### src/abr_bp_pkg.sv
// Shared types, constants and helpers of the multicast branch point.
package abr_bp_pkg;

  localparam int          NBR            = 4;
  localparam int          IDX_W          = 2;
  localparam int          ER_W           = 16;
  localparam int          VCI_W          = 16;
  localparam int          CNT_W          = 32;
  localparam int          BUF_DEPTH      = 2;
  localparam logic [15:0] VP_RM_VCI      = 16'h0006;
  localparam logic [2:0]  VP_RM_PTI      = 3'h6;
  localparam logic [15:0] ER_MAX         = 16'hffff;
  localparam int          CLK_PERIOD_NS  = 10;
  localparam int          SILENCE_NS     = 1000000;
  localparam int          SILENCE_CYCLES = (SILENCE_NS + CLK_PERIOD_NS - 1) / CLK_PERIOD_NS;

  typedef struct packed {
    logic             isRm;
    logic             backward;
    logic             bn;
    logic             ci;
    logic             ni;
    logic [ER_W-1:0]  er;
    logic [VCI_W-1:0] vci;
    logic [2:0]       pti;
  } cell_t;

  // Tells whether a cell belongs to path-level resource management.
  function automatic logic isVpRm(input cell_t c);
    return c.vci == VP_RM_VCI;
  endfunction : isVpRm

endpackage : abr_bp_pkg

### src/abr_bp_if.sv
// Interface joining the branch point to its root and leaf neighbours.
interface abr_bp_if;

  abr_bp_pkg::cell_t                  rootCell;
  logic                               rootValid;
  logic                               rootReady;
  abr_bp_pkg::cell_t                  leafCell;
  logic [abr_bp_pkg::NBR-1:0]         leafValid;
  logic [abr_bp_pkg::NBR-1:0]         leafReady;
  abr_bp_pkg::cell_t                  upCell [abr_bp_pkg::NBR];
  logic [abr_bp_pkg::NBR-1:0]         upValid;
  logic [abr_bp_pkg::NBR-1:0]         upReady;
  abr_bp_pkg::cell_t                  toRootCell;
  logic                               toRootValid;
  logic                               toRootReady;

  modport branch (
    input  rootCell, rootValid, leafReady, upCell, upValid, toRootReady,
    output rootReady, leafCell, leafValid, upReady, toRootCell, toRootValid
  );

  modport peer (
    output rootCell, rootValid, leafReady, upCell, upValid, toRootReady,
    input  rootReady, leafCell, leafValid, upReady, toRootCell, toRootValid
  );

endinterface : abr_bp_if

### src/abr_branch_point.sv
// Branch point of a point-to-multipoint rate-controlled connection.

// Behaviour
// - Copy root cells to every responding branch.
// - Control cells keep arrival order per branch.
// - Emit forward and backward control cells rootward.
// - Rootward cells merge feedback from responding branches.
// - Outgoing flows behave like point-to-point flows.
// - Fewer control cells may go rootward.
// - Generated cell with BN also carries CI/NI.
// - Leaves send no data cells toward root.
// - Path control cells use channel 6, type 110.
// - Channel 6 reserved for path-level control only.
// - Path-level mode passes channel-level control untouched.
// - Any channel 6 cell counts as path control.
// - Path endpoints behave as point-to-point endpoints.
// - Silent branch may become non-responding after timeout.
module abr_branch_point #(
  parameter int SILENCE_CYCLES = abr_bp_pkg::SILENCE_CYCLES
) (
  input  wire logic                  sys_clk,
  input  wire logic                  rst,
  abr_bp_if.branch                   bus,
  input  wire logic                  silenceEnable,
  input  wire logic                  vpLevel,
  output logic [abr_bp_pkg::NBR-1:0] responding
);

  localparam int NBR = abr_bp_pkg::NBR;

  // ******************************************
  // Helpers.
  // ******************************************

  // Returns the lowest index whose bit is set.
  function automatic logic [abr_bp_pkg::IDX_W-1:0] firstIdx(input logic [NBR-1:0] v);
    logic [abr_bp_pkg::IDX_W-1:0] r;
    r = '0;
    for (int k = NBR - 1; k >= 0; k--) begin
      if (v[k]) begin
        r = abr_bp_pkg::IDX_W'(k);
      end
    end
    return r;
  endfunction : firstIdx

  logic [NBR-1:0] respond_q;

  assign responding = respond_q;

  // ******************************************
  // Root-to-leaf buffer and replication.
  // ******************************************

  abr_bp_pkg::cell_t buf_q [abr_bp_pkg::BUF_DEPTH];
  logic              wrPtr_q;
  logic              rdPtr_q;
  logic [1:0]        count_q;
  logic [NBR-1:0]    sent_q;

  wire            bufEmpty  = count_q == 2'h0;
  wire            push      = bus.rootValid && bus.rootReady;
  wire [NBR-1:0]  delivered = bus.leafValid & bus.leafReady;
  wire            allDone   = &(sent_q | delivered | ~respond_q);
  wire            pop       = !bufEmpty && allDone;

  assign bus.rootReady = count_q != 2'h2;
  assign bus.leafCell  = buf_q[rdPtr_q];
  assign bus.leafValid = {NBR{!bufEmpty}} & respond_q & ~sent_q;

  always_ff @(posedge sys_clk or posedge rst) begin
    if (rst) begin
      wrPtr_q <= 1'b0;
      rdPtr_q <= 1'b0;
      count_q <= 2'h0;
      sent_q  <= '0;
    end else begin
      wrPtr_q <= wrPtr_q ^ push;
      rdPtr_q <= rdPtr_q ^ pop;
      count_q <= count_q + {1'b0, push} - {1'b0, pop};
      sent_q  <= pop ? '0 : (sent_q | delivered);
    end
  end

  always_ff @(posedge sys_clk) begin
    if (push) begin
      buf_q[wrPtr_q] <= bus.rootCell;
    end
  end

  // ******************************************
  // Leaf-to-root selection.
  // ******************************************

  abr_bp_pkg::cell_t outCell_q;
  logic              outValid_q;
  logic [NBR-1:0]    contrib_q [2];

  wire [abr_bp_pkg::IDX_W-1:0] sel     = firstIdx(bus.upValid);
  wire abr_bp_pkg::cell_t      selCell = bus.upCell[sel];
  wire                         isVp    = abr_bp_pkg::isVpRm(selCell);
  wire                         merge   = selCell.isRm && (!vpLevel || isVp);
  wire                         passRm  = selCell.isRm && vpLevel && !isVp;
  wire                         outFree = !outValid_q || bus.toRootReady;
  wire emitFwd = (|contrib_q[0]) && (&(contrib_q[0] | ~respond_q));
  wire emitBwd = (|contrib_q[1]) && (&(contrib_q[1] | ~respond_q));
  wire loadFwd = outFree && emitFwd;
  wire loadBwd = outFree && !emitFwd && emitBwd;
  wire take    = (|bus.upValid) && outFree && !emitFwd && !emitBwd;
  wire mergeIn = take && merge;

  logic [NBR-1:0] upRdy;

  assign bus.upReady     = upRdy;
  assign bus.toRootCell  = outCell_q;
  assign bus.toRootValid = outValid_q;

  // ******************************************
  // Feedback merging, one accumulator per direction.
  // ******************************************

  abr_bp_pkg::cell_t genCell [2];

  genvar d;
  generate
    for (d = 0; d < 2; d++) begin : g_acc
      logic [abr_bp_pkg::ER_W-1:0]  er_q;
      logic                         ci_q;
      logic                         ni_q;
      logic                         bn_q;
      logic [abr_bp_pkg::VCI_W-1:0] vci_q;
      logic [2:0]                   pti_q;

      wire clear = (d == 0) ? loadFwd : loadBwd;
      wire hit   = mergeIn && (selCell.backward == 1'(d));
      wire lower = selCell.er < er_q;

      always_comb begin
        genCell[d]          = '0;
        genCell[d].isRm     = 1'b1;
        genCell[d].backward = 1'(d);
        genCell[d].bn       = bn_q;
        genCell[d].ci       = ci_q;
        genCell[d].ni       = ni_q || (bn_q && !ci_q);
        genCell[d].er       = er_q;
        genCell[d].vci      = vci_q;
        genCell[d].pti      = pti_q;
      end

      always_ff @(posedge sys_clk or posedge rst) begin
        if (rst) begin
          er_q         <= abr_bp_pkg::ER_MAX;
          ci_q         <= 1'b0;
          ni_q         <= 1'b0;
          bn_q         <= 1'b0;
          vci_q        <= '0;
          pti_q        <= '0;
          contrib_q[d] <= '0;
        end else if (clear) begin
          er_q         <= abr_bp_pkg::ER_MAX;
          ci_q         <= 1'b0;
          ni_q         <= 1'b0;
          bn_q         <= 1'b0;
          contrib_q[d] <= '0;
        end else if (hit) begin
          er_q         <= lower ? selCell.er : er_q;
          ci_q         <= ci_q || selCell.ci;
          ni_q         <= ni_q || selCell.ni;
          bn_q         <= bn_q || selCell.bn;
          vci_q        <= selCell.vci;
          pti_q        <= selCell.pti;
          contrib_q[d] <= contrib_q[d] | (NBR'(1) << sel);
        end
      end
    end
  endgenerate

  // ******************************************
  // Rootward output register.
  // ******************************************

  always_ff @(posedge sys_clk or posedge rst) begin
    if (rst) begin
      outValid_q <= 1'b0;
      outCell_q  <= '0;
    end else if (loadFwd) begin
      outValid_q <= 1'b1;
      outCell_q  <= genCell[0];
    end else if (loadBwd) begin
      outValid_q <= 1'b1;
      outCell_q  <= genCell[1];
    end else if (take && passRm) begin
      outValid_q <= 1'b1;
      outCell_q  <= selCell;
    end else if (bus.toRootReady) begin
      outValid_q <= 1'b0;
    end
  end

  // ******************************************
  // Per-branch acceptance and silence timing.
  // ******************************************

  genvar i;
  generate
    for (i = 0; i < NBR; i++) begin : g_branch
      logic [abr_bp_pkg::CNT_W-1:0] silent_q;

      // Data cells from leaves are taken and dropped.
      assign upRdy[i] = take && (sel == abr_bp_pkg::IDX_W'(i));

      wire heard  = bus.upValid[i] && upRdy[i] && bus.upCell[i].isRm;
      wire atEnd  = silent_q == abr_bp_pkg::CNT_W'(SILENCE_CYCLES);
      wire [abr_bp_pkg::CNT_W-1:0] silent_d = heard ? '0 :
                                              (atEnd ? silent_q : silent_q + 1'b1);

      always_ff @(posedge sys_clk or posedge rst) begin
        if (rst) begin
          silent_q     <= '0;
          respond_q[i] <= 1'b1;
        end else begin
          silent_q     <= silent_d;
          respond_q[i] <= !silenceEnable ||
                          (silent_d != abr_bp_pkg::CNT_W'(SILENCE_CYCLES));
        end
      end
    end
  endgenerate

endmodule : abr_branch_point

### src/flat_wrapper.sv
// flat-port wrapper written by rule: the top's interface ports become plain ports
module abr_branch_point_flat 
#(
  parameter int SILENCE_CYCLES = abr_bp_pkg::SILENCE_CYCLES
)
  (sys_clk, rst, silenceEnable, vpLevel, responding, bus_rootCell, bus_rootValid, bus_leafReady, bus_upCell, bus_upValid, bus_toRootReady, bus_rootReady, bus_leafCell, bus_leafValid, bus_upReady, bus_toRootCell, bus_toRootValid);
  abr_bp_if bus_i ();
  input  wire logic sys_clk;
  input  wire logic rst;
  input  wire logic silenceEnable;
  input  wire logic vpLevel;
  output logic [abr_bp_pkg::NBR-1:0] responding;
  input wire logic [$bits(bus_i.rootCell)-1:0] bus_rootCell;
  input wire logic [$bits(bus_i.rootValid)-1:0] bus_rootValid;
  input wire logic [$bits(bus_i.leafReady)-1:0] bus_leafReady;
  input wire logic [$bits(bus_i.upCell)-1:0] bus_upCell;
  input wire logic [$bits(bus_i.upValid)-1:0] bus_upValid;
  input wire logic [$bits(bus_i.toRootReady)-1:0] bus_toRootReady;
  output wire logic [$bits(bus_i.rootReady)-1:0] bus_rootReady;
  output wire logic [$bits(bus_i.leafCell)-1:0] bus_leafCell;
  output wire logic [$bits(bus_i.leafValid)-1:0] bus_leafValid;
  output wire logic [$bits(bus_i.upReady)-1:0] bus_upReady;
  output wire logic [$bits(bus_i.toRootCell)-1:0] bus_toRootCell;
  output wire logic [$bits(bus_i.toRootValid)-1:0] bus_toRootValid;
  assign bus_i.rootCell = bus_rootCell;
  assign bus_i.rootValid = bus_rootValid;
  assign bus_i.leafReady = bus_leafReady;
  assign bus_i.upCell = {>>{bus_upCell}};
  assign bus_i.upValid = bus_upValid;
  assign bus_i.toRootReady = bus_toRootReady;
  assign bus_rootReady = bus_i.rootReady;
  assign bus_leafCell = bus_i.leafCell;
  assign bus_leafValid = bus_i.leafValid;
  assign bus_upReady = bus_i.upReady;
  assign bus_toRootCell = bus_i.toRootCell;
  assign bus_toRootValid = bus_i.toRootValid;
  abr_branch_point #(.SILENCE_CYCLES(SILENCE_CYCLES)) u_core (.sys_clk(sys_clk), .rst(rst), .bus(bus_i), .silenceEnable(silenceEnable), .vpLevel(vpLevel), .responding(responding));
endmodule
### config.mk
export PLATFORM = sky130hd
export DESIGN_NAME = abr_branch_point_flat
export DESIGN_NICKNAME = d
export VERILOG_FILES = /design/src/abr_bp_pkg.sv /design/src/abr_bp_if.sv /design/src/abr_branch_point.sv /design/src/flat_wrapper.sv
export SDC_FILE = /design/constraint.sdc
export NUM_CORES = 1
export LEC_CHECK = 0
export BUFFER_PORTS_ARGS = -buffer_cell sky130_fd_sc_hd__buf_2
export CORE_MARGIN = 2
export CORE_UTILIZATION = 25
export CTS_BUF_LIST = sky130_fd_sc_hd__clkbuf_4 sky130_fd_sc_hd__clkbuf_8 sky130_fd_sc_hd__clkbuf_16
export DETAILED_ROUTE_END_ITERATION = 6
export GPL_ROUTABILITY_DRIVEN = 0
export PLACE_DENSITY = 0.51
export REMOVE_ABC_BUFFERS = 1
export SLEW_MARGIN = 10
export SYNTH_ARGS = -nofsm -noshare
export SYNTH_HDL_FRONTEND = slang
export SYNTH_SLANG_ARGS = --single-unit
### constraint.sdc
create_clock -name sys_clk -period 21.4 [get_ports sys_clk]
set_clock_uncertainty 0.15 [all_clocks]
set_input_delay 1.07 -clock sys_clk [delete_from_list [all_inputs] [get_ports sys_clk]]
set_output_delay 1.07 -clock sys_clk [all_outputs]
set_load 0.005 [all_outputs]
==> metrics <==
CTS root buffer clkbuf_16; CTS tree built; cts hold-fix bufs 0; Synth Area per Inst ~9.6 µm²; IO buf count approximately 300; CP Launch Type input port; Worst Path Arrival 5980 ps; Final Max Tran Viols 0; clock latency on the worst-skew pair between 500 and 600 ps; Via-to-Cell Ratio around 5; setup TNS 0 ps; area of the multi-input gates approximately 9500 µm²; Slew HR 0.2076; placed cell area around 22000 µm²; mapped cell area approximately 19000 µm²; Pwr per Cell Area 107.9 nW/µm²; Async S/R FF share, synth 0.7681; Remaining DRCs 0; Crit. End Element flip-flop; final period utilization 0.2650; #FFs+latches synth between 300 and 400; initial antenna violation count 7; clock buffer count from CTS 43; die area ~79000 µm²; final-stage net count 2509; storage element area approximately 9000 µm²; final worst setup slack ~16000 ps; Std-Cell Rows a little over 100; number of global-route vias before repair 16210; Filler cells between 8000 and 9000; outcome finished, final reports clean; top post-synthesis cells by area dfrtp_1 (30%), edfxtp_1 (12%), nor2_1 (5.1%), dfstp_2 (4.9%), mux2_2 (4.6%); Synth Flop Type dfrtp_1; Max Cap Violations 0; routed len/inst between 15 and 20 µm; commonest non-fill, non-tap cells in the layout buf_2 (307), nor2_1 (260), dfrtp_1 (228); Synth area leader dfrtp_1; GRT overflow 0; largest net degree at the start of global routing approximately 150; post-synth top area share 0.2979; FF-to-FF setup slack 17130 ps; TritonRoute pass-1 iters 5; CP max stage delay about 910 ps; YS warnings 0; RSZ-0062 raised after global routing false; CP required about 22000 ps; crit-path max FO 21; clk sinks around 350; layout cell share with drive strength beyond 1 0.2460; crit path time final roughly 5700 ps; Max Root-Sink Buffers 3; crit path kind in2reg; total setup buffers inserted after CTS 0; Fin. Hold Viols 0; commonest non-fill, non-tap cell in the layout buf_2; Routed Antenna Nets 0; delay-heaviest family, CP simple AND/OR/NAND/NOR gates; Netlist cell types 85; drt total wl 59380 µm; post-synthesis sequential area ratio 0.4720; Core ar. roughly 76000 µm²; Vias between 15000 and 20000; H-Tree Depth 2; Final Util 0.3056; post-CTS sizing 0; first-pass GRT wire length between 90000 and 100000 µm; Setup WS pre-CTS between 15000 and 20000 ps; Final HPWL DP 42210 µm; Cells after Synth 2002; Max VDD drop approximately 0.053 mV; Cell Chain, Critical Path buf_2, clkinv_1, nand2_1, o22ai_1, nor3_1, ha_1, a21o_1, a21o_1, a221o_1, a2bb2oi_1, o211ai_1, nor2_1, o211ai_1; clock slew at reported path FFs 60 ps; min-delay worst type reg2reg; Total Routing Usage GR 0.1452; Final setup viols 0; io pins 308; slowest CP cell nor2_1; Pleak approximately 10 nW; initial DRC count roughly 1300; area grow syn2layout 20.89%; Initial Util 0.2528; Die Wd between 200 and 300 µm; EDFF count, synth 80; Worst Max-Slew Pin Slew 1184 ps; Max Fclk 176.3 MHz; Final Cell Area 23250 µm²; CP Buf/Inv Count 2; die height 281.4 µm
==> through the flow <==
stage	hold WS (ps)	power [mW]	std cells
floorplan	294.7	1.470	1883
global placement	296.9	1.750	3238
detailed placement	300.0	1.774	3238
CTS	318.2	2.547	3315
global route	339.1	2.680	3317
finish	311.3	2.509	3318
==> where the power goes <==
part / internal, mW / switching [mW]
Sequential: 0.885 / 0.152
Combinational: 0.326 / 0.392
Clock: 0.459 / 0.296
==> state kept, by name (all words and copies together) (netlist names), 2 cells and up <==
signal,cells
u_core.buf_q,80
u_core.bus.toRootCell,40
u_core.contrib_q,8
u_core.count_q,2
u_core.g_acc.bn_q,2
u_core.g_acc.ci_q,2
u_core.g_acc.er_q,32
u_core.g_acc.ni_q,2
u_core.g_acc.pti_q,6
u_core.g_acc.vci_q,32
u_core.g_branch.silent_q,128
u_core.responding,4
u_core.sent_q,4
==> kinds of logic after synthesis <==
| family | share of synthesized area |
|---|---|
| mux | 0.06082 |
| compound gates | 0.1107 |
| simple gates | 0.2264 |
| fa+ha+maj | 0.02732 |
| buf+inv | 0.03949 |
| flops | 0.4720 |
| xor+xnor | 0.06330 |
==> synthesized netlist by cell type (all sizes together) (5+ instances only) <==
cell	instances
o211ai	20
a222oi	7
a21o	14
nor2b	9
nor4	45
nor4b	12
a31oi	38
clkbuf	74
or4	17
dfstp	36
ha	42
nand2b	25
a221o	14
nand4	46
nand2	217
xor2	65
and3	23
o31ai	6
a211oi	5
dfrtp	229
and4	16
a32o	11
edfxtp	80
a31o	7
mux2i	28
o21a	8
xnor2	74
nor3b	10
nor3	69
nand3	78
inv	67
nor2	264
mux2	79
or3	9
o22ai	17
o21ai	46
buf	45
and2	14
a21oi	65
or2	7
==> routing by layer <==
metal | part of all wire | global-route usage | up-vias
met4 | 0.023 | 0.04119 | 6
li1 | - | - | 7698
met5 | 0.00061 | 0 | -
met2 | 0.47 | 0.2368 | 408
met1 | 0.45 | 0.1929 | 7997
met3 | 0.061 | 0.03190 | 86
==> area by class of cell <==
cell class / count / area share
clock inverter: 11 / 0.005543
multi-input combinational: 1470 / 0.4066
sequential: 345 / 0.3905
inverter: 68 / 0.01130
antenna: 3 / 0.0003229
clock buffer: 66 / 0.05785
tap: 1030 / 0.05543
timing repair buffer: 325 / 0.07243
==> final timing paths <==
path | startpoint | to | cells past startpoint
worst max-delay path | bus_upValid[0] | u_core.g_acc[1].er_q[13] | 13
worst min-delay path | u_core.bus.toRootCell[39] | u_core.bus.toRootCell[39] | 1
worst max register to register | u_core.responding[3] | u_core.g_acc[1].er_q[13] | 8
worst min register to register | u_core.bus.toRootCell[39] | u_core.bus.toRootCell[39] | 1
max in group asynchronous | rst | u_core.bus.toRootCell[26] | 3
min in group asynchronous | rst | u_core.g_branch[2].silent_q[6] | 2
No activity file was read; power rests on OpenSTA's default activity.
